$ cat config.mk
export PLATFORM = sky130hd
export DESIGN_NAME = btcc_top
export DESIGN_NICKNAME = d
export VERILOG_FILES = /design/src/btcc_pkg.sv /design/src/btcc_top.sv
export SDC_FILE = /design/constraint.sdc
export NUM_CORES = 1
export LEC_CHECK = 0
export CAP_MARGIN = 30
export CELL_PAD_IN_SITES_DETAIL_PLACEMENT = 0
export CELL_PAD_IN_SITES_GLOBAL_PLACEMENT = 1
export CORE_ASPECT_RATIO = 0.6
export CORE_MARGIN = 3
export CORE_UTILIZATION = 50
export CTS_CLUSTER_DIAMETER = 30
export DETAILED_ROUTE_END_ITERATION = 6
export DONT_BUFFER_PORTS = 1
export PLACE_DENSITY_LB_ADDON = 0.1
export SETUP_SLACK_MARGIN = 0.5
export SLEW_MARGIN = 20
export SYNTH_ARGS = -nofsm -noshare
export SYNTH_HDL_FRONTEND = slang
export SYNTH_SLANG_ARGS = --single-unit
$ cat constraint.sdc
create_clock -name MCLK -period 4.9 [get_ports MCLK]
set_input_delay 1.47 -clock MCLK [delete_from_list [all_inputs] [get_ports MCLK]]
set_output_delay 1.47 -clock MCLK [all_outputs]
set_load 0.005 [all_outputs]
$ cat src/btcc_pkg.sv
`default_nettype none
// ****************************************************************
// shared constants for the bridge time-out and chip-control bank
// ****************************************************************
package btcc_pkg;
    // dword addresses of the two configuration dwords
    localparam logic [7:0] BRIDGE_DWORD_ADDR = 8'h3C;
    localparam logic [7:0] CHIP_DWORD_ADDR = 8'h40;
    // bridge control upper field positions within the dword
    localparam int FBB_EN_BIT = 23;
    localparam int PRI_TMO_SEL_BIT = 24;
    localparam int SEC_TMO_SEL_BIT = 25;
    localparam int TMO_STATUS_BIT = 26;
    localparam int TMO_SERR_EN_BIT = 27;
    // chip control field positions within the dword
    localparam int MW_DISC_CTL_BIT = 1;
    localparam int SEC_PF_DIS_BIT = 4;
    localparam int LIVE_INS_BIT = 5;
    // byte enable lanes that select writable fields
    localparam int BRIDGE_UPPER_LANE = 3;
    localparam int CHIP_CTL_LANE = 0;
    // reset values of every writable field
    localparam logic RST_TMO_SEL = 1'b0;
    localparam logic RST_TMO_STATUS = 1'b0;
    localparam logic RST_TMO_SERR_EN = 1'b0;
    localparam logic RST_MW_DISC_CTL = 1'b0;
    localparam logic RST_SEC_PF_DIS = 1'b0;
    localparam logic RST_LIVE_INS = 1'b0;
    // bits that always read zero in either dword
    localparam logic [31:0] RSVD_MASK = 32'hF0FF_FFCD;
    // master time-out lengths in pci clock cycles
    localparam int unsigned TMO_LONG_CYCLES = 32768;
    localparam int unsigned TMO_SHORT_CYCLES = 1024;
    localparam int TMO_CNT_W = 16;
    // pci command codes of the memory read family
    localparam logic [3:0] CMD_MEM_READ = 4'h6;
    localparam logic [3:0] CMD_MEM_READ_MULT = 4'hC;
    localparam logic [3:0] CMD_MEM_READ_LINE = 4'hE;
    // address bits that mark a 4 kB boundary
    localparam int PAGE_ADDR_W = 10;
endpackage : btcc_pkg
`default_nettype wire

$ cat src/btcc_top.sv
`default_nettype none
// How it works
// - fast back-to-back bit reads zero, never generated
// - same time-out discard for secondary initiators
// - discard sets status flag, write one clears
// - report enable and command enable drive serr
// - reserved bits read-only, always read zero
// - only byte-enabled lanes are written
// - disconnect writes on full, 4 kB, cache line
// - prefetch enabled: prefetch, byte enables not forwarded
// - prefetch disabled: one dword, disconnect first
// - live insertion pin masks forwarding enables
module btcc_top #(
    parameter int unsigned TMO_LONG = btcc_pkg::TMO_LONG_CYCLES,   // select bit 0 length
    parameter int unsigned TMO_SHORT = btcc_pkg::TMO_SHORT_CYCLES  // select bit 1 length
) (
    input wire logic MCLK,                         // pci clock
    input wire logic ARST_N,                       // async reset, active low
    input wire logic CFG_WR,                       // config write strobe
    input wire logic CFG_RD,                       // config read strobe
    input wire logic [7:0] CFG_ADDR,               // config dword address
    input wire logic [3:0] PRIMARY_CMD_BYTE_ENABLE_N, // data phase byte enables
    input wire logic [31:0] CFG_WDATA,             // config write data
    output logic [31:0] CFG_RDATA,                 // config read data
    output logic CFG_RVALID,                       // read data valid pulse
    input wire logic CMD_SERR_EN,                  // command register serr enable
    input wire logic CMD_IO_EN,                    // command register io enable
    input wire logic CMD_MEM_EN,                   // command register memory enable
    input wire logic CMD_MASTER_EN,                // command register master enable
    input wire logic [1:0] DT_HEAD,                // completion at queue head, [0] primary
    input wire logic [1:0] DT_REPEAT,              // initiator repeated request
    output logic [1:0] DT_DISCARD,                 // discard pulse per bus
    output logic PRIMARY_SYSTEM_ERROR_N_O,         // serr pin output value
    output logic PRIMARY_SYSTEM_ERROR_N_OE,        // serr pin drive enable
    output logic SEC_FAST_B2B_EN,                  // fast back-to-back issue enable
    input wire logic MW_QUEUE_FULL,                // posted write queue full
    input wire logic [9:0] MW_NEXT_ADDR,           // next dword address bits 11:2
    input wire logic [7:0] CACHE_LINE_DW,          // cache line size in dwords
    output logic MW_DISCONNECT,                    // disconnect current write
    input wire logic [3:0] US_RD_CMD,              // upstream read command
    output logic US_PREFETCH,                      // prefetch this upstream read
    output logic US_FWD_BE,                        // forward requester byte enables
    output logic US_DISC_FIRST,                    // disconnect after first data
    input wire logic GPIO3_IN,                     // live insertion pin
    input wire logic GPIO3_INPUT_ONLY,             // pin configured input only
    output logic IO_EN_EFF,                        // effective io enable
    output logic MEM_EN_EFF,                       // effective memory enable
    output logic MASTER_EN_EFF,                    // effective master enable
    output logic ACCEPT_BLOCK                      // refuse io and memory cycles
);

    // ****************************************************************
    // configuration register file
    // ****************************************************************

    logic [1:0] tmo_sel_r;
    logic tmo_status_r;
    logic tmo_status_nxt;
    logic tmo_serr_en_r;
    logic mw_disc_ctl_r;
    logic sec_pf_dis_r;
    logic live_ins_r;
    logic [31:0] rdata_r;
    logic [31:0] rdata_nxt;
    logic rvalid_r;
    wire [1:0] expire;

    // address decode and lane selects
    wire hit_bridge = CFG_ADDR == btcc_pkg::BRIDGE_DWORD_ADDR;
    wire hit_chip = CFG_ADDR == btcc_pkg::CHIP_DWORD_ADDR;
    wire wr_upper = CFG_WR && hit_bridge
        && !PRIMARY_CMD_BYTE_ENABLE_N[btcc_pkg::BRIDGE_UPPER_LANE];
    wire wr_chip = CFG_WR && hit_chip
        && !PRIMARY_CMD_BYTE_ENABLE_N[btcc_pkg::CHIP_CTL_LANE];
    wire status_clr = wr_upper && CFG_WDATA[btcc_pkg::TMO_STATUS_BIT];

    // status flag: a discard in the clearing cycle wins
    assign tmo_status_nxt = (|expire) || (tmo_status_r && !status_clr);

    // read image, reserved and uncovered bits held at zero
    wire [31:0] bridge_img = {4'h0, tmo_serr_en_r, tmo_status_r, tmo_sel_r, 1'b0, 23'h0};
    wire [31:0] chip_img = {26'h0, live_ins_r, sec_pf_dis_r, 2'h0, mw_disc_ctl_r, 1'b0};
    assign rdata_nxt = hit_bridge ? bridge_img : (hit_chip ? chip_img : 32'h0);

    // writable fields, updated only through selected lanes
    always_ff @(posedge MCLK or negedge ARST_N)
    begin
        if (!ARST_N)
        begin
            tmo_sel_r <= {2{btcc_pkg::RST_TMO_SEL}};
            tmo_serr_en_r <= btcc_pkg::RST_TMO_SERR_EN;
            mw_disc_ctl_r <= btcc_pkg::RST_MW_DISC_CTL;
            sec_pf_dis_r <= btcc_pkg::RST_SEC_PF_DIS;
            live_ins_r <= btcc_pkg::RST_LIVE_INS;
        end
        else
        begin
            if (wr_upper)
            begin
                tmo_sel_r <= CFG_WDATA[btcc_pkg::SEC_TMO_SEL_BIT:btcc_pkg::PRI_TMO_SEL_BIT];
                tmo_serr_en_r <= CFG_WDATA[btcc_pkg::TMO_SERR_EN_BIT];
            end
            if (wr_chip)
            begin
                mw_disc_ctl_r <= CFG_WDATA[btcc_pkg::MW_DISC_CTL_BIT];
                sec_pf_dis_r <= CFG_WDATA[btcc_pkg::SEC_PF_DIS_BIT];
                live_ins_r <= CFG_WDATA[btcc_pkg::LIVE_INS_BIT];
            end
        end
    end

    // status flag and read return
    always_ff @(posedge MCLK or negedge ARST_N)
    begin
        if (!ARST_N)
        begin
            tmo_status_r <= btcc_pkg::RST_TMO_STATUS;
            rdata_r <= 32'h0;
            rvalid_r <= 1'b0;
        end
        else
        begin
            tmo_status_r <= tmo_status_nxt;
            rvalid_r <= CFG_RD;
            if (CFG_RD)
            begin
                rdata_r <= rdata_nxt;
            end
        end
    end

    assign CFG_RDATA = rdata_r;
    assign CFG_RVALID = rvalid_r;
    assign SEC_FAST_B2B_EN = 1'b0;

    // ****************************************************************
    // delayed transaction master time-out, one per bus
    // ****************************************************************

    logic [btcc_pkg::TMO_CNT_W-1:0] cnt_r [2];
    logic seen_r [2];
    logic discard_r [2];
    wire [btcc_pkg::TMO_CNT_W-1:0] long_m1 = btcc_pkg::TMO_CNT_W'(TMO_LONG - 1);
    wire [btcc_pkg::TMO_CNT_W-1:0] short_m1 = btcc_pkg::TMO_CNT_W'(TMO_SHORT - 1);

    genvar ch;
    generate
        for (ch = 0; ch < 2; ch++)
        begin : g_tmo
            wire [btcc_pkg::TMO_CNT_W-1:0] lim_m1 = tmo_sel_r[ch] ? short_m1 : long_m1;
            wire run = DT_HEAD[ch] && !seen_r[ch] && !DT_REPEAT[ch];
            // at or past the limit, so a shortened limit mid-count expires at once
            assign expire[ch] = run && (cnt_r[ch] >= lim_m1);
            wire [btcc_pkg::TMO_CNT_W-1:0] cnt_nxt =
                (run && !expire[ch]) ? cnt_r[ch] + 1'b1 : '0;
            wire seen_nxt = DT_HEAD[ch] && !expire[ch] && (seen_r[ch] || DT_REPEAT[ch]);

            // counter runs while the unrepeated completion heads the queue
            always_ff @(posedge MCLK or negedge ARST_N)
            begin
                if (!ARST_N)
                begin
                    cnt_r[ch] <= '0;
                    seen_r[ch] <= 1'b0;
                    discard_r[ch] <= 1'b0;
                end
                else
                begin
                    cnt_r[ch] <= cnt_nxt;
                    seen_r[ch] <= seen_nxt;
                    discard_r[ch] <= expire[ch];
                end
            end
        end
    endgenerate

    assign DT_DISCARD = {discard_r[1], discard_r[0]};

    // ****************************************************************
    // system error on time-out discard
    // ****************************************************************

    logic serr_r;

    // one-cycle low drive of the open-drain serr pin
    always_ff @(posedge MCLK or negedge ARST_N)
    begin
        if (!ARST_N)
        begin
            serr_r <= 1'b0;
        end
        else
        begin
            serr_r <= (|expire) && tmo_serr_en_r && CMD_SERR_EN;
        end
    end

    assign PRIMARY_SYSTEM_ERROR_N_O = 1'b0;
    assign PRIMARY_SYSTEM_ERROR_N_OE = serr_r;

    // ****************************************************************
    // memory write disconnect and upstream prefetch policy
    // ****************************************************************

    wire [9:0] cl_mask = CACHE_LINE_DW[7:0] == 8'h00 ? 10'h000
        : {2'h0, CACHE_LINE_DW - 8'h01};
    wire page_edge = MW_NEXT_ADDR[btcc_pkg::PAGE_ADDR_W-1:0] == 10'h000;
    wire line_edge = (CACHE_LINE_DW != 8'h00) && ((MW_NEXT_ADDR & cl_mask) == 10'h000);
    assign MW_DISCONNECT = MW_QUEUE_FULL || page_edge || (mw_disc_ctl_r && line_edge);

    wire is_mrd = US_RD_CMD == btcc_pkg::CMD_MEM_READ;
    wire is_mrd_bulk = (US_RD_CMD == btcc_pkg::CMD_MEM_READ_MULT)
        || (US_RD_CMD == btcc_pkg::CMD_MEM_READ_LINE);
    assign US_PREFETCH = is_mrd_bulk || (is_mrd && !sec_pf_dis_r);
    assign US_FWD_BE = is_mrd && sec_pf_dis_r;
    assign US_DISC_FIRST = is_mrd && sec_pf_dis_r;

    // ****************************************************************
    // live insertion masking of forwarding enables
    // ****************************************************************

    logic gpio_s1_r;
    logic gpio_s2_r;

    // two-flop synchroniser for the external pin
    always_ff @(posedge MCLK or negedge ARST_N)
    begin
        if (!ARST_N)
        begin
            gpio_s1_r <= 1'b0;
            gpio_s2_r <= 1'b0;
        end
        else
        begin
            gpio_s1_r <= GPIO3_IN;
            gpio_s2_r <= gpio_s1_r;
        end
    end

    wire force_off = live_ins_r && GPIO3_INPUT_ONLY && gpio_s2_r;
    assign IO_EN_EFF = CMD_IO_EN && !force_off;
    assign MEM_EN_EFF = CMD_MEM_EN && !force_off;
    assign MASTER_EN_EFF = CMD_MASTER_EN && !force_off;
    assign ACCEPT_BLOCK = force_off;
endmodule : btcc_top
`default_nettype wire

==> flow_results.org <==
** GRT
- Global routing finished with a remaining overflow of 0.
- The number of global-route vias before repair is 1978.
- Wire length of the first global-routing pass :: 10100 µm
- The number of antenna violations at the first check in global routing came to 0.
- Global routing consumed, over all layers together, 18.2% of the routing resources.
- Entering global routing, the biggest net connects 55 pins.

** STA
- Setup violations remaining at the end of the flow were counted as 0.
- Fin. max-slew vios :: 0
- Counting I/O delays and the setup requirement, the final critical path takes 4.22 ns.
- Setup total negative slack on the finished layout was measured at 0 ns.
- At the pin with the least slew margin, the transition time is 0.699 ns.
- Setup repair after global routing left no endpoint under its margin.
- Final Cycle Share :: 86.2%
- Number of hold violations in the final report :: 0
- Timing-limited maximum frequency :: 0.237 GHz
- Across the routed clock network, the largest skew measured is 0.00902 ns.
- In this run the tightest slew margin relative to its limit is 53.3%.

** Setup path
- The worst setup path is launched from a primary input.
- Data on the critical path arrives at its endpoint at 2.75 ns.
- For this design, the slowest cell found on the critical path is sky130_fd_sc_hd__or4_1.
- Ordered cell list for the critical path :: or4_1 > or3_1 > a21boi_0 > o41ai_2
- Capturing element type of the critical path :: primary output
- Setup slack of the most critical reg-to-reg path :: 2.47 ns
- R2R Path End :: cnt_r[31]$_DFF_PN0_
- For this run, the slowest stage of the critical path takes 0.58 ns.
- Counting cells, the worst reg-to-reg path comes to 5.
- Data required time at the worst endpoint :: 3.43 ns
- The kind of cell with the highest combined delay along the critical path is simple AND/OR/NAND/NOR gates.
- In this run the worst path has a maximum fanout of 4.
- The critical path is of the primary input to primary output type.
- Number of buffers and inverters on the critical path :: 0
- R2R Path Start :: tmo_sel_r[0]$_DFFE_PN0P_

** Detailed routing
- Total DRC errors in the routed layout :: 0
- Overall routed net length :: 6480 µm
- DRC marker count from the first detailed-route iteration :: 104
- Routed wire per std cell :: 15.9 µm
- First drt pass iteration count :: 4
- Number of routed nets with antenna violations :: 0
- Detailed-route via count :: 2226
- Drt via density :: 5.46

** Clock tree
- TritonCTS sink count :: 54
- Counting along the longest clock path gives a buffer depth of 2.
- Clock-pin slew was measured on the worst setup and hold paths at 0.09 ns.
- TritonCTS built the clock tree.
- In this run the clock root is driven by a sky130_fd_sc_hd__clkbuf_8.
- Max H-tree Level :: 2
- The clock reaches the later pin of the worst-skew pair after 0.31 ns.
- Number of buffers created by CTS :: 5
- Post-CTS timing repair inserted 0 buffers for setup.

** Min path
- The worst hold path passes through 0 cells.
- The worst hold path terminates at gpio_s2_r$_DFF_PN0_.
- Tightest Hold Check Type :: register to register
- The startpoint identified for the worst hold timing path is gpio_s1_r$_DFF_PN0_.

** Floorplan
- During I/O placement, the number of pins put on the boundary was 127.
- Core area :: 0.00583 mm²
- DIE AREA :: 0.00734 mm²
- Die X :: 109 µm
- Row generation in the floorplan step produced 21 rows.
- Effective utilization at floorplan :: 54.2%
- Die outline height :: 67.6 µm

** Logic synthesis
- Post-synthesis instance area :: 0.00316 mm²
- Among all flip-flop cells after synthesis, the most frequent one is sky130_fd_sc_hd__dfrtp_1.
- After synthesis, the netlist uses 49 different library cells.
- Mapped Cells :: 328
- Number of storage elements in the synthesis netlist :: 54
- Fraction of the yosys area taken by sequential cells :: 42.8%
- Async S/R FF share, synth :: 100%
- Number of synthesized flops with an enable pin :: 0
- Mean cell area of the mapped netlist :: 9.64 µm²
- Number of warning messages in the yosys log :: 0

** Placed design
- Final HPWL DP :: 4970 µm
- Area post-placement :: 0.00312 mm²
- GP Congestion :: 0.767
- In this run the tool buffered the top-level ports with 0 buffer cells.

** Finish
- Diode insertion count for antenna repair :: 0
- The post-route netlist has 7.01% of its cells at a drive strength greater than 1.
- Synthesis-to-layout area growth :: 1.74%
- Total Nets Final :: 423
- The finished cells cover 0.00322 mm².

** Power and ir drop
- P_leak :: 0.00135 µW
- Worst vdd rail ir drop :: 0.000137 V
- Power spread over the standard cell area amounts to 226 mW/mm².

** Job
- # Max-Cap Violations :: 0

** Run status
- Outcome :: finished, final reports clean
cells in the mapped netlist, drive strengths merged, types with 5 or more instances:
cell type | count | area, µm²
dfrtp | 54 | 1350
buf | 30 | 223
inv | 26 | 97.6
nor2 | 24 | 90.1
nor3 | 22 | 110
nand2 | 20 | 75.1
xnor2 | 17 | 149
ha | 14 | 175
nand3 | 12 | 60.1
nand4 | 10 | 77.6
nor4 | 10 | 77.6
xor2 | 9 | 78.8
o21ai | 7 | 35.0
or3 | 7 | 43.8
mux2 | 6 | 67.6
a21oi | 5 | 28.8
nand2b | 5 | 31.3
or4 | 5 | 45.0
what timing repair did:
action / CTS / global route
resized for setup: 2 / 1
gates cloned: 0 / 0
hold buffers: 0 / 0
pin swaps: 0 / 1
setup endpoints to repair: 1 / 1
cells in the final DEF (no fill, tap or decap), drive strengths merged, types with 9 or more instances in the layout:
master | netlist | layout
nor4 | 10 | 10
nor3 | 22 | 22
inv | 26 | 26
nand2 | 20 | 20
conb | 1 | 27
xor2 | 9 | 9
dfrtp | 54 | 54
xnor2 | 17 | 17
nand3 | 12 | 12
ha | 14 | 14
nor2 | 24 | 24
nand4 | 10 | 10
cell type report:
class	count	area, µm²
Multi-Input combinational cell	241	1590
Tap cell	80	100
Clock buffer	7	76.3
Fill cell	548	2620
Inverter	26	97.6
Sequential cell	54	1350
flip-flops by register name, indices dropped and copies added (netlist names), 2 cells and up:
name,count
cnt_r,32
CFG_RDATA,7
DT_DISCARD,2
seen_r,2
tmo_sel_r,2
worst max-delay path by stage:
stage | startpoint | slack [ns] | end | depth (start not counted)
2_1_floorplan | CACHE_LINE_DW[0] | 0.62 | MW_DISCONNECT | 6
3_3_place_gp | CACHE_LINE_DW[0] | 0.46 | MW_DISCONNECT | 6
3_5_place_dp | CACHE_LINE_DW[0] | 0.43 | MW_DISCONNECT | 6
4_1_cts | CACHE_LINE_DW[0] | 0.54 | MW_DISCONNECT | 6
5_1_grt | CACHE_LINE_DW[2] | 0.59 | MW_DISCONNECT | 4
6_report | CACHE_LINE_DW[1] | 0.68 | MW_DISCONNECT | 4
routing by layer:
layer | up-vias | track usage [%] | part of all wire, %
li1 | 1103 | - | -
met1 | 1055 | 28.8 | 54
met2 | 66 | 22.0 | 39
met3 | 2 | 5.54 | 7.2
met4 | 0 | 7.09 | 0.39
met5 | - | 0 | 0
power breakdown:
group          internal, µW  switching [µW]  total (µW)
clock                  98.9             140         239
sequential              451            3.92         455
combinational          13.0            21.2        34.2
total                   563             166         728
stage by stage:
| step | utilization, % | hold slack, ns | total power [µW] | std cells | worst slack, ns |
|---|---|---|---|---|---|
| floorplan | - | 0.331 | 507 | 354 | 0.623 |
| global placement | 53.6 | 0.332 | 496 | 401 | 0.456 |
| detailed placement | 53.6 | 0.341 | 496 | 401 | 0.432 |
| CTS | 55.1 | 0.368 | 742 | 408 | 0.543 |
| global route | 55.1 | 0.396 | 764 | 408 | 0.589 |
| finish | 55.1 | 0.368 | 728 | 408 | 0.677 |
logic make-up after synthesis:
kind of cell / count (synthesis) / share of synthesized area [%]
compound gates: 36 / 8.39
xor+xnor: 26 / 7.21
fa+ha+maj: 14 / 5.54
buf+inv: 59 / 10.5
flops: 54 / 42.8
mux: 7 / 2.45
other cells: 1 / 0.119
simple gates: 131 / 23.0
No activity file was read; power rests on OpenSTA's default activity.
